File: src/verilog/gpio_shadow_pkg.sv
// Constants, field layouts and carrier types for the pin config and shadow bank
package gpio_shadow_pkg;

    // ------------------------------------------------------------
    // Register indices (byte address is four times the index)
    // ------------------------------------------------------------
    localparam logic [7:0] IDX_FLOPPY_RATE = 8'h1F;
    localparam logic [7:0] IDX_SERIAL1_FIFO = 8'h20;
    localparam logic [7:0] IDX_SERIAL2_FIFO = 8'h21;
    localparam logic [7:0] IDX_SERIAL3_FIFO = 8'h22;
    localparam logic [7:0] IDX_SERIAL4_FIFO = 8'h28;
    localparam logic [7:0] IDX_PIN_1_0 = 8'h23;
    localparam logic [7:0] IDX_PIN_1_1 = 8'h24;
    localparam logic [7:0] IDX_PIN_1_2 = 8'h25;
    localparam logic [7:0] IDX_PIN_1_3 = 8'h26;
    localparam logic [7:0] IDX_PIN_1_4 = 8'h27;
    localparam logic [7:0] IDX_PIN_1_5 = 8'h29;
    localparam logic [7:0] IDX_PIN_1_6 = 8'h2A;
    localparam logic [7:0] IDX_PIN_DATA = 8'h3F;

    // ------------------------------------------------------------
    // Sizes
    // ------------------------------------------------------------
    localparam int unsigned NUM_PINS = 7;
    localparam int unsigned NUM_ALT_PINS = 6;
    localparam int unsigned NUM_FIFO = 4;

    // ------------------------------------------------------------
    // Pin config fields and reset
    // ------------------------------------------------------------
    localparam int unsigned CFG_DIR_BIT = 0;
    localparam int unsigned CFG_POL_BIT = 1;
    localparam int unsigned CFG_ALT_BIT = 2;
    localparam int unsigned CFG_OD_BIT = 7;
    localparam logic [7:0] PIN_CFG_RESET = 8'h01;
    localparam logic [7:0] CFG_MASK_PLAIN = 8'h83;
    localparam logic [7:0] CFG_MASK_ALT = 8'h87;

    // ------------------------------------------------------------
    // Shadow layouts and reset
    // ------------------------------------------------------------
    localparam int unsigned RATE_SEL_LSB = 0;
    localparam int unsigned RATE_WRITE_PRECOMPENSATION_SELECT_LSB = 2;
    localparam int unsigned RATE_PWRDN_BIT = 6;
    localparam int unsigned RATE_SOFT_RESET_BIT = 7;
    localparam int unsigned FIFO_EN_BIT = 0;
    localparam int unsigned FIFO_RX_RESET_BIT = 1;
    localparam int unsigned FIFO_TX_RESET_BIT = 2;
    localparam int unsigned FIFO_DMA_BIT = 3;
    localparam int unsigned FIFO_TRIG_LSB = 6;
    localparam logic [7:0] RATE_MASK = 8'hDF;
    localparam logic [7:0] FIFO_MASK = 8'hCF;
    localparam logic [7:0] SHADOW_RESET = 8'h00;

    // ------------------------------------------------------------
    // Carriers
    // ------------------------------------------------------------
    typedef struct packed {
        logic wr;
        logic [7:0] data;
    } shadow_wr_s;

    typedef struct packed {
        logic out;
        logic oe_n;
    } pad_drive_s;

endpackage : gpio_shadow_pkg

File: src/verilog/gpio_config_and_shadow_regs.sv
// APB register bank for pins 1.0 to 1.6 and the floppy and serial FIFO shadows
//
// ------------------------------------------------------------
// Summary of operation
// Bit 0 of a pin config register makes the pin an input when one, an output when zero.
// Bit 1 of a pin config register inverts the pin value between pad and core when one.
// Bit 7 of a pin config register selects open-drain drive when one, push-pull when zero.
// Every pin config register resets to 0x01, a non-inverted push-pull input.
// On four-port builds bit 2 hands pin 1.0 to port 3 receive data and pin 1.1 to transmit data.
// On four-port builds bit 2 routes port 3 carrier detect, ring, set ready and terminal ready to pins 1.2-1.5.
// On the two-port build bits 6 to 2 of each pin config register are reserved, with no alternate use.
// The floppy rate shadow returns rate select, precompensation, power-down and soft reset; bit 5 reserved.
// The port 1 and 2 FIFO shadows return enable, both FIFO resets, DMA mode and receive trigger level.
// The port 3 and 4 FIFO shadows follow the port 1 layout on four-port builds and read zero otherwise.
// Shadows hold the last value written to their control register, ignore bus writes, reserved bits read zero; a write while clk_en is low is lost.
// ------------------------------------------------------------
//
// The APB interface to the registers was decided locally.
`timescale 1ns/10ps
module gpio_config_and_shadow_regs
    import gpio_shadow_pkg::*;
#(
    parameter bit FOUR_PORT = 1'b1,
    parameter int unsigned ADDR_W = 12
) (
    // Clock, reset, enable
    input wire logic pclk,
    input wire logic presetn,
    input wire logic clk_en,
    // APB slave
    input wire logic psel,
    input wire logic penable,
    input wire logic pwrite,
    input wire logic [ADDR_W-1:0] paddr,
    input wire logic [31:0] pwdata,
    output logic [31:0] prdata,
    output logic pready,
    output logic pslverr,
    // Writes to the shadowed control registers
    input shadow_wr_s rate_wr,
    input shadow_wr_s [NUM_FIFO-1:0] fifo_wr,
    // Pads of pins 1.0 to 1.6
    input wire logic [NUM_PINS-1:0] pin_in,
    output logic [NUM_PINS-1:0] pin_out,
    output logic [NUM_PINS-1:0] pin_oe_n,
    // Serial port 3 core side
    input wire logic port3_transmit_data,
    input wire logic port3_terminal_ready_n,
    output logic port3_receive_data,
    output logic port3_carrier_detect_n,
    output logic port3_ring_indicate_n,
    output logic port3_set_ready_n
);

    // ------------------------------------------------------------
    // Local tables
    // ------------------------------------------------------------
    localparam logic [NUM_PINS-1:0][7:0] PIN_IDX = {
        IDX_PIN_1_6, IDX_PIN_1_5, IDX_PIN_1_4, IDX_PIN_1_3,
        IDX_PIN_1_2, IDX_PIN_1_1, IDX_PIN_1_0
    };
    // Pins whose alternate signal leaves the block: 1.1 and 1.5
    localparam logic [NUM_PINS-1:0] ALT_DRIVES = 7'h22;
    localparam logic [NUM_FIFO-1:0][7:0] FIFO_IDX = {
        IDX_SERIAL4_FIFO, IDX_SERIAL3_FIFO, IDX_SERIAL2_FIFO, IDX_SERIAL1_FIFO
    };

    typedef enum logic [1:0] {
        BUS_IDLE = 2'b01,
        BUS_ACK = 2'b10
    } bus_state_e;

    typedef struct packed {
        bus_state_e bus;
        logic [NUM_PINS-1:0][7:0] cfg;
        logic [NUM_PINS-1:0] out_latch;
        logic err;
        logic [31:0] rdata;
    } bank_state_s;

    // ------------------------------------------------------------
    // Decode helpers
    // ------------------------------------------------------------
    function automatic logic addr_is(input logic [ADDR_W-1:0] a, input logic [7:0] idx);
        return a == ADDR_W'({idx, 2'b00});
    endfunction : addr_is

    function automatic logic [7:0] cfg_mask(input int unsigned pin);
        // Pin 1.6 has no hand-over here, so its bit 2 stays reserved
        return (FOUR_PORT && pin < NUM_ALT_PINS) ? CFG_MASK_ALT : CFG_MASK_PLAIN;
    endfunction : cfg_mask

    bank_state_s s_q;
    bank_state_s s_d;

    logic [7:0] rd8;
    logic hit;
    logic [7:0] rate_value;
    logic [NUM_FIFO-1:0][7:0] fifo_value;
    logic [NUM_PINS-1:0] core_in;
    logic [NUM_PINS-1:0] alt_out;
    pad_drive_s [NUM_PINS-1:0] pad;

    // ------------------------------------------------------------
    // Shadows
    // ------------------------------------------------------------
    shadow_capture #(
        .MASK(RATE_MASK),
        .PRESENT(1'b1)
    ) u_rate_shadow (
        .pclk(pclk),
        .presetn(presetn),
        .clk_en(clk_en),
        .src(rate_wr),
        .value(rate_value)
    );

    genvar gi;
    generate
        for (gi = 0; gi < NUM_FIFO; gi++) begin : g_fifo
            shadow_capture #(
                .MASK(FIFO_MASK),
                .PRESENT(gi < 2 || FOUR_PORT)
            ) u_fifo_shadow (
                .pclk(pclk),
                .presetn(presetn),
                .clk_en(clk_en),
                .src(fifo_wr[gi]),
                .value(fifo_value[gi])
            );
        end
    endgenerate

    // ------------------------------------------------------------
    // Pins
    // ------------------------------------------------------------
    always_comb begin
        alt_out = '0;
        alt_out[1] = port3_transmit_data;
        alt_out[5] = port3_terminal_ready_n;
    end

    generate
        for (gi = 0; gi < NUM_PINS; gi++) begin : g_pin
            pin_cell u_pin (
                .cfg(s_q.cfg[gi]),
                .alt_allowed(FOUR_PORT && gi < NUM_ALT_PINS),
                .alt_is_output(ALT_DRIVES[gi]),
                .data_out(s_q.out_latch[gi]),
                .alt_out(alt_out[gi]),
                .core_in(core_in[gi]),
                .pad_in(pin_in[gi]),
                .pad(pad[gi])
            );
            assign pin_out[gi] = pad[gi].out;
            assign pin_oe_n[gi] = pad[gi].oe_n;
        end
    endgenerate

    // Unselected serial inputs idle high, the inactive modem level
    always_comb begin
        port3_receive_data = 1'b1;
        port3_carrier_detect_n = 1'b1;
        port3_ring_indicate_n = 1'b1;
        port3_set_ready_n = 1'b1;
        if (FOUR_PORT) begin
            if (s_q.cfg[0][CFG_ALT_BIT]) begin
                port3_receive_data = core_in[0];
            end
            if (s_q.cfg[2][CFG_ALT_BIT]) begin
                port3_carrier_detect_n = core_in[2];
            end
            if (s_q.cfg[3][CFG_ALT_BIT]) begin
                port3_ring_indicate_n = core_in[3];
            end
            if (s_q.cfg[4][CFG_ALT_BIT]) begin
                port3_set_ready_n = core_in[4];
            end
        end
    end

    // ------------------------------------------------------------
    // Read decode
    // ------------------------------------------------------------
    always_comb begin
        rd8 = 8'h00;
        hit = 1'b0;
        if (addr_is(paddr, IDX_FLOPPY_RATE)) begin
            rd8 = rate_value;
            hit = 1'b1;
        end
        for (int i = 0; i < NUM_FIFO; i++) begin
            if (addr_is(paddr, FIFO_IDX[i])) begin
                rd8 = fifo_value[i];
                hit = 1'b1;
            end
        end
        for (int i = 0; i < NUM_PINS; i++) begin
            if (addr_is(paddr, PIN_IDX[i])) begin
                rd8 = s_q.cfg[i];
                hit = 1'b1;
            end
        end
        if (addr_is(paddr, IDX_PIN_DATA)) begin
            rd8 = {1'b0, core_in};
            hit = 1'b1;
        end
    end

    // ------------------------------------------------------------
    // Bus sequencing and writes
    // ------------------------------------------------------------
    // Read data is captured one cycle ahead so prdata leaves a flop.
    always_comb begin
        s_d = s_q;
        case (s_q.bus)
            BUS_IDLE: begin
                if (psel) begin
                    s_d.bus = BUS_ACK;
                    s_d.rdata = {24'h000000, rd8};
                    s_d.err = !hit;
                end
            end
            BUS_ACK: begin
                if (!psel || penable) begin
                    s_d.bus = BUS_IDLE;
                end
                if (psel && penable && pwrite && hit) begin
                    for (int i = 0; i < NUM_PINS; i++) begin
                        if (addr_is(paddr, PIN_IDX[i])) begin
                            s_d.cfg[i] = pwdata[7:0] & cfg_mask(i);
                        end
                    end
                    if (addr_is(paddr, IDX_PIN_DATA)) begin
                        s_d.out_latch = pwdata[NUM_PINS-1:0];
                    end
                    // Shadow offsets take no bus write
                end
            end
            default: begin
                s_d.bus = BUS_IDLE;
            end
        endcase
    end

    always_ff @(posedge pclk or negedge presetn) begin
        if (!presetn) begin
            s_q <= '{
                bus: BUS_IDLE,
                cfg: {NUM_PINS{PIN_CFG_RESET}},
                out_latch: '0,
                err: 1'b0,
                rdata: 32'h00000000
            };
        end else if (clk_en) begin
            s_q <= s_d;
        end
    end

    // ------------------------------------------------------------
    // Bus outputs
    // ------------------------------------------------------------
    assign pready = psel && penable && clk_en && (s_q.bus == BUS_ACK);
    assign pslverr = pready && s_q.err;
    assign prdata = s_q.rdata;

endmodule : gpio_config_and_shadow_regs

File: src/verilog/pin_cell.sv
// Pad logic of one general-purpose pin: direction, polarity, driver type, hand-over
`timescale 1ns/10ps
module pin_cell
    import gpio_shadow_pkg::*;
(
    // Configuration
    input wire logic [7:0] cfg,
    input wire logic alt_allowed,
    input wire logic alt_is_output,
    // Core side
    input wire logic data_out,
    input wire logic alt_out,
    output logic core_in,
    // Pad side
    input wire logic pad_in,
    output pad_drive_s pad
);

    logic alt_sel;
    logic dir_in;
    logic level;

    always_comb begin
        alt_sel = alt_allowed & cfg[CFG_ALT_BIT];
        dir_in = alt_sel ? !alt_is_output : cfg[CFG_DIR_BIT];
        level = (alt_sel ? alt_out : data_out) ^ cfg[CFG_POL_BIT];
        pad.out = 1'b0;
        pad.oe_n = 1'b1;
        if (!dir_in) begin
            if (cfg[CFG_OD_BIT]) begin
                // Open drain only ever pulls low
                pad.oe_n = level;
            end else begin
                pad.out = level;
                pad.oe_n = 1'b0;
            end
        end
        core_in = pad_in ^ cfg[CFG_POL_BIT];
    end

endmodule : pin_cell

File: src/verilog/shadow_capture.sv
// One read-only shadow that keeps the last value written to a control register while clk_en is high
`timescale 1ns/10ps
module shadow_capture
    import gpio_shadow_pkg::*;
#(
    parameter logic [7:0] MASK = FIFO_MASK,
    parameter bit PRESENT = 1'b1
) (
    // Clock and reset
    input wire logic pclk,
    input wire logic presetn,
    input wire logic clk_en,
    // Write seen by the owning controller
    input shadow_wr_s src,
    // Value for readback
    output logic [7:0] value
);

    typedef struct packed {
        logic [7:0] value;
    } shadow_state_s;

    shadow_state_s s_q;
    shadow_state_s s_d;

    always_comb begin
        s_d = s_q;
        if (src.wr) begin
            s_d.value = src.data & MASK;
        end
    end

    always_ff @(posedge pclk or negedge presetn) begin
        if (!presetn) begin
            s_q <= '{value: SHADOW_RESET};
        end else if (clk_en) begin
            s_q <= s_d;
        end
    end

    // Absent on the two-port variant, so reads see zero
    assign value = PRESENT ? s_q.value : 8'h00;

endmodule : shadow_capture
File: config.mk
export PLATFORM = sky130hd
export DESIGN_NAME = gpio_config_and_shadow_regs
export DESIGN_NICKNAME = d
export VERILOG_FILES = /design/src/verilog/gpio_shadow_pkg.sv /design/src/verilog/gpio_config_and_shadow_regs.sv /design/src/verilog/pin_cell.sv /design/src/verilog/shadow_capture.sv
export SDC_FILE = /design/constraint.sdc
export NUM_CORES = 1
export LEC_CHECK = 0
export BUFFER_PORTS_ARGS = -buffer_cell sky130_fd_sc_hd__buf_4
export CORE_MARGIN = 2
export CORE_UTILIZATION = 40
export CTS_CLUSTER_DIAMETER = 150
export DETAILED_ROUTE_END_ITERATION = 10
export GPL_TIMING_DRIVEN = 1
export PLACE_DENSITY = 0.68
export SLEW_MARGIN = 10
export SYNTH_ARGS = -nofsm -noshare
export SYNTH_HDL_FRONTEND = slang
export SYNTH_HIERARCHICAL = 1
export SYNTH_SLANG_ARGS = --single-unit
File: constraint.sdc
create_clock -name pclk -period 2.5 [get_ports pclk]
set_clock_uncertainty 0.05 [all_clocks]
set_input_delay 0.75 -clock pclk [delete_from_list [all_inputs] [get_ports pclk]]
set_output_delay 0.75 -clock pclk [all_outputs]
set_load 0.05 [all_outputs]
==> results of run 1 <==
-- timing repair --
item,4_1_cts,5_1_grt
setup endpoints to repair,6,7
hold buffers,0,0
endpoints found under the hold margin,0,0
buffers inserted,0,0
gates resized for setup,8,9
-- per-layer routing --
| layer | part of all wire, % | global-route usage [%] | routed length [um] | vias to the layer above |
|---|---|---|---|---|
| met5 | 0 | 0 | 0 | - |
| met4 | 2.3 | 8.46 | 301 | 0 |
| met3 | 4.8 | 3.55 | 630 | 23 |
| met2 | 48 | 34.4 | 6260 | 136 |
| met1 | 45 | 27.2 | 5830 | 1917 |
| li1 | - | - | - | 1913 |
-- Yosys cell counts (all sizes together), types with 2 or more instances --
cell type  instances
or2                2
o22ai              4
dfstp              8
nand2b             9
nand4b             2
o21a               7
nor2b              5
buf               50
mux2i              4
nor2              28
nand4              2
and3              17
a21boi             7
clkbuf             5
o221ai             3
and2               4
o21ai             32
o31ai              3
inv               10
nand3              9
nor3              22
mux2              67
dfrtp             68
a21oi             20
nand2             32
a22oi              8
conb               7
a211oi             2
a2bb2oi            2
xor2               7
o32ai              7
a221oi             2
-- worst max path at each step --
stage / startpoint / endpoint / slack [ns]
after detailed placement: port3_terminal_ready_n / pin_oe_n[5] / -0.15
after global placement: port3_terminal_ready_n / pin_oe_n[5] / -0.13
after global routing: s_q[74] / pin_oe_n[4] / -0.009
final: port3_terminal_ready_n / pin_oe_n[5] / 0.04
after floorplan: port3_transmit_data / pin_oe_n[1] / -0.12
after CTS: s_q[50] / pin_oe_n[1] / 0.01
-- final cells by class --
| cell class | instances | area, um^2 |
|---|---|---|
| Fill cell | 1086 | 5620 |
| Clock buffer | 11 | 243 |
| Tap cell | 147 | 184 |
| Timing Repair Buffer | 125 | 978 |
| Clock inverter | 5 | 52.6 |
| Multi-Input combinational cell | 404 | 2930 |
| Sequential cell | 76 | 1920 |
| Inverter | 10 | 37.5 |
-- state kept, by name, summed over array words and instances, names as in the netlist --
signal / flops
prdata: 8
g_fifo.u_fifo_shadow/value: 24
u_rate_shadow/value: 7
s_q: 37
-- stage by stage --
stage | utilization (%) | hold WS [ns]
floorplan | - | 0.392
global placement | 50.2 | 0.409
detailed placement | 50.2 | 0.418
CTS | 52.8 | 0.338
global route | 53.0 | 0.363
finish | 53.0 | 0.325
-- power breakdown --
group          switching, W  internal [W]
sequential        0.0000654       0.00132
combinational      0.000277      0.000241
clock              0.000497      0.000794
total              0.000839       0.00236
-- cell families after synthesis --
logic type / Yosys count / share of synthesized area [%]
xor gates and xnor gates: 7 / 1.26
muxes: 72 / 18.6
and+or+nand+nor: 144 / 17.5
buffers and inverters: 65 / 8.69
other: 7 / 0.540
DFF: 76 / 39.3
AOI/OAI and AO/OA: 104 / 14.0
-- cell usage in the layout (no fill, tap or decap), types with 10 or more instances in the layout --
cell type / synthesis / layout
buf_4: 42 / 119
conb_1: 7 / 77
dfrtp_1: 68 / 65
mux2_2: 43 / 43
o21ai_0: 32 / 32
nand2_1: 26 / 26
nor2_1: 27 / 26
mux2_4: 24 / 24
a21oi_1: 20 / 20
nor3_1: 22 / 13
inv_1: 10 / 10
==> flow_metrics.tcl, run 1 <==
set metrics [dict create \
    status "complete, no violations" \
    grt_max_degree 40 \
    min_path_type "primary input to async pin" \
    track_usage_pct 20.8 \
    layout.nets 730 \
    dpl_cell_area_um2 6010 \
    dieArea_um2 13100 \
    yosys.cell_types.count 63 \
    detailed_place_hpwl_mm 10.4 \
    r2r_start "s_q[97]" \
    r2r_end "s_q[65]" \
    root_buffer "clkbuf_16" \
    worstPathCellList "buf_4, and3_4, o21a_2, o32ai_4, buf_6" \
    yosys_register_bits 76 \
    yosys-top-cells-area "dfrtp_1 (35%), mux2_2 (10%), mux2_4 (7.4%)" \
    cp.depth 5 \
    hold_viol_final 0 \
    grt_pass1_wl_mm 20.9 \
    syn2layout_area_growth_pct 30.3 \
    rows 40 \
    fin_crit_sh_pct 98.3 \
    pre_cts_slack_ns -0.148 \
    yosysTopAreaCellShare_pct 35.0 \
    crit_required_ns 1.70 \
    synth_enable_flop_cells 0 \
    fin_crit_ns 2.46 \
    ir_worst_vdd_mv 0.273 \
    final_max_slew_viol_count 0 \
    setup_slack_ns 0.0424 \
    ys_warn_count 6 \
    cp.arrival_ns 1.66 \
    ff2ff_setup_slack_ns 0.52 \
    clockBufferDepth 2 \
    dr.pass1.iters 6 \
    cts_buffers 9 \
    antenna_found_initial 0 \
    p_total_w 0.00320 \
    ys_seq_area_share_pct 39.3 \
    avgSynthCellArea_um2 10.2 \
    io-pin-count 156 \
    start_util_pct 40.7 \
    drc_errors 0 \
    crit_type "primary input to output port" \
    drive_above_1_share_pct 42.0 \
    die_w_um 114 \
    synth_area_leader_cell "dfrtp_1" \
    ant_nets 0 \
    place_inst 762 \
    slowest_delay_ns 0.24 \
    path_delay_family "compound AO/OA/AOI/OAI gates" \
    grt_overflow 0 \
    port_buffers 98 \
    via_per_inst 5.13 \
    core_um2 12000 \
    cts.htree.levels 3 \
    clk_pin_slew_ns 0.06 \
    setup_viol 0 \
    synthArstFlopShare_pct 100 \
    worstSetupEndpointType "output port" \
    drt_iter0_markers 210 \
    via_count 3989 \
    drv_cap 0 \
    final_area_um2 6340 \
    routed_wl_mm 13.0 \
    die_h_um 114 \
    powerDensity_nw_per_um2 504 \
    ff2ff_path_depth 6 \
    synth_cells 475 \
    tritoncts "built" \
    grt_pass1_vias 4105 \
    clkLatencyLatePin_ns 0.34 \
    crit_fanout 2 \
    crit_path_top_delay_cell "o21a_2" \
    cts_sinks 76 \
    synth_ff_type "dfrtp_1" \
    critPathBufInv 2 \
    fin_cells 778 \
    syn_area_um2 4860 \
    wl_per_cell_um 16.7 \
    leakage_nw 3.00 \
    critPathLaunchType "primary input" \
    n_antenna_cell 0 \
    finalSetupTns_ns 0 \
    max_freq_ghz 0.407 \
    finalWeightedCongestion 0.901 \
]
(Power assumes the default switching activity.)
==> run 2: changes to the inputs <==
- ABC_AREA: not set -> 1
- PLACE_DENSITY: 0.68 -> 0.69
- SYNTH_HIERARCHICAL: 1 -> not set
==> run 2 against run 1 <==
  * Routed wire length down 7.7%
  * Hold slack worse by 0.020 ns
  * Clock power down 4%
  * Critical path depth unchanged
  * Cell count up 8.6%
  * Count of clock-buffer cells in the layout up 1
  * Area after synthesis down 7.7%
  * Maximum frequency up 2.7%
  * Cell area down 8.0%
  * Non-clock buffer count up 4
  * Register-to-register slack about the same
  * Critical path type is now flop to output port
==> flow_metrics.tcl, run 2 <==
set metrics [dict create \
    status "complete, no violations" \
    critPathBufInv 2 \
    tritoncts "built" \
    fin_crit_ns 2.39 \
    cts.htree.levels 3 \
    synth_common_cells "nand2_1 (133), inv_1 (73), dfrtp_1 (68)" \
    detailed_place_hpwl_mm 9.57 \
    synth_ff_type "dfrtp_1" \
    synthAdderAreaFrac_pct 0 \
    track_usage_pct 21.9 \
    yosysTopAreaCellShare_pct 37.9 \
    powerDensity_nw_per_um2 563 \
    ant_nets 0 \
    die_w_um 110 \
    dieArea_um2 12100 \
    cts_buffers 9 \
    syn2layout_area_growth_pct 29.9 \
    drc_errors 0 \
    leakage_nw 2.84 \
    core_um2 10900 \
    crit_type "flop to output port" \
    synth_most_common_cell "nand2_1" \
    largest_register_ff_count 37 \
    grt_max_degree 41 \
    grt_pass1_vias 4201 \
    setup_viol 0 \
    die_h_um 110 \
    hold_viol_final 0 \
    critPathLaunchType "flop" \
    final_area_um2 5830 \
    ys_warn_count 0 \
    ys_seq_area_share_pct 42.6 \
    min_path_type "primary input to async pin" \
    layout_commonest_cell "nand2_1" \
    via_per_inst 4.88 \
    final_cell_mix "nand2_1 (133), buf_4 (126), inv_1 (71)" \
    slowest_delay_ns 0.47 \
    worstPathCellList "inv_1, nand2_1, xor2_1, nor4_2, buf_4" \
    port_buffers 98 \
    cts_sinks 76 \
    root_buffer "clkbuf_8" \
    synth_compound_area_share_pct 10.6 \
    crit_path_top_delay_cell "dfrtp_1" \
    fill_cells 1042 \
    yosys-top-cells-area "dfrtp_1 (38%), nand2_1 (11%), inv_1 (6.1%)" \
    max_freq_ghz 0.418 \
    start_util_pct 41.2 \
    setup_slack_ns 0.107 \
    cp.arrival_ns 1.59 \
    synthMuxAreaShare_pct 4.52 \
    synth_xor_area_share_pct 2.73 \
    drive_above_1_share_pct 32.2 \
    n_antenna_cell 0 \
    finalWeightedCongestion 0.948 \
    clk_pin_slew_ns 0.08 \
    routed_wl_mm 12.0 \
    syn_area_um2 4490 \
    drt_iter0_markers 259 \
    rows 38 \
    rsz0062_at_grt "false" \
    path_delay_family "flip-flops" \
    grt_pass1_wl_mm 20.1 \
    synth_enable_flop_cells 0 \
    grt_overflow 0 \
    clockBufferDepth 2 \
    avgSynthCellArea_um2 7.82 \
    final_max_slew_viol_count 0 \
    synth_area_leader_cell "dfrtp_1" \
    synth_simple_gate_area_share_pct 26.3 \
    via_count 4124 \
    pre_cts_slack_ns -0.0797 \
    top_register "s_q" \
    crit_fanout 6 \
    dpl_cell_area_um2 5530 \
    antenna_found_initial 0 \
    layout.nets 804 \
    wl_per_cell_um 14.2 \
    crit_required_ns 1.70 \
    clkLatencyLatePin_ns 0.36 \
    yosys.cell_types.count 39 \
    dr.pass1.iters 4 \
    seq_area_um2 1910 \
    fin_crit_sh_pct 95.7 \
    synth_top_family_by_area "simple AND/OR/NAND/NOR gates" \
    drv_cap 0 \
    multiInputGateArea_um2 2150 \
    ir_worst_vdd_mv 0.443 \
    io-pin-count 156 \
    synthArstFlopShare_pct 100 \
    worstSetupEndpointType "output port" \
    synth_cells 574 \
    yosys_register_bits 76 \
]
## run 2: cell type report
class	instances	area share [%]
timing repair buffer	129	17.1
multi-input combinational	397	36.9
tap	140	3.00
clock inverter	4	2.06
sequential	76	32.8
clock buffer	12	2.49
inverter	87	5.60
## run 2: path summary, 6_finish.rpt
check | depth (start not counted) | slack [ns] | to | from
min in group pclk | 2 | 0.44 | prdata[4] | prdata[4]
hold reg to reg | 2 | 0.44 | prdata[4] | prdata[4]
hold / removal | 1 | 0.30 | g_fifo[0].u_fifo_shadow.value[0] | presetn
setup / recovery | 5 | 0.11 | pin_out[3] | s_q[66]
max in group asynchronous | 2 | 1.46 | s_q[80] | presetn
setup reg to reg | 11 | 0.52 | prdata[7] | s_q[96]
## run 2: per-stage QoR
step	util (%)	hold WS, ns	setup TNS [ns]	total power, W	std cells
after floorplan	-	0.393	-0.387	0.00188	597
after CTS	53.2	0.318	0	0.00332	843
after detailed placement	50.8	0.423	-1.01	0.00207	827
final	53.5	0.304	0	0.00328	845
after global placement	50.8	0.417	-0.539	0.00205	827
after global routing	53.5	0.331	0	0.00345	845
## run 2: power by group
| group | switching, W | internal, W |
|---|---|---|
| registers | 0.0000514 | 0.00134 |
| clock network | 0.000446 | 0.000793 |
| logic | 0.000421 | 0.000226 |
## run 2: timing repair
action	in CTS	in global routing
hold buffers	0	0
setup buffers	0	2
endpoints found under the setup margin	0	3
gates resized for setup	0	3
## run 2: worst reg2reg max path, delay by kind of cell, from the launching register on
kind	cells	cell delay, ns
AO/OA/AOI/OAI	1	0.19
AND/OR/NAND/NOR	6	0.60
flip-flops	1	0.53
buffers and inverters	4	0.54
## run 2: cell families after synthesis
kind of cell    count (synthesis)
simple gates                  258
buf+inv                       124
compound gates                 83
flops                          76
mux                            18
xor+xnor                       14
other cells                     1
## run 2: per-layer routing
layer  up-vias  GRT usage [%]  wire, um
li1       2035              -         -
met4         0           5.88       128
met2       124           36.5      5860
met3        11           4.62       775
met5         -              0         0
met1      1954           28.6      5250
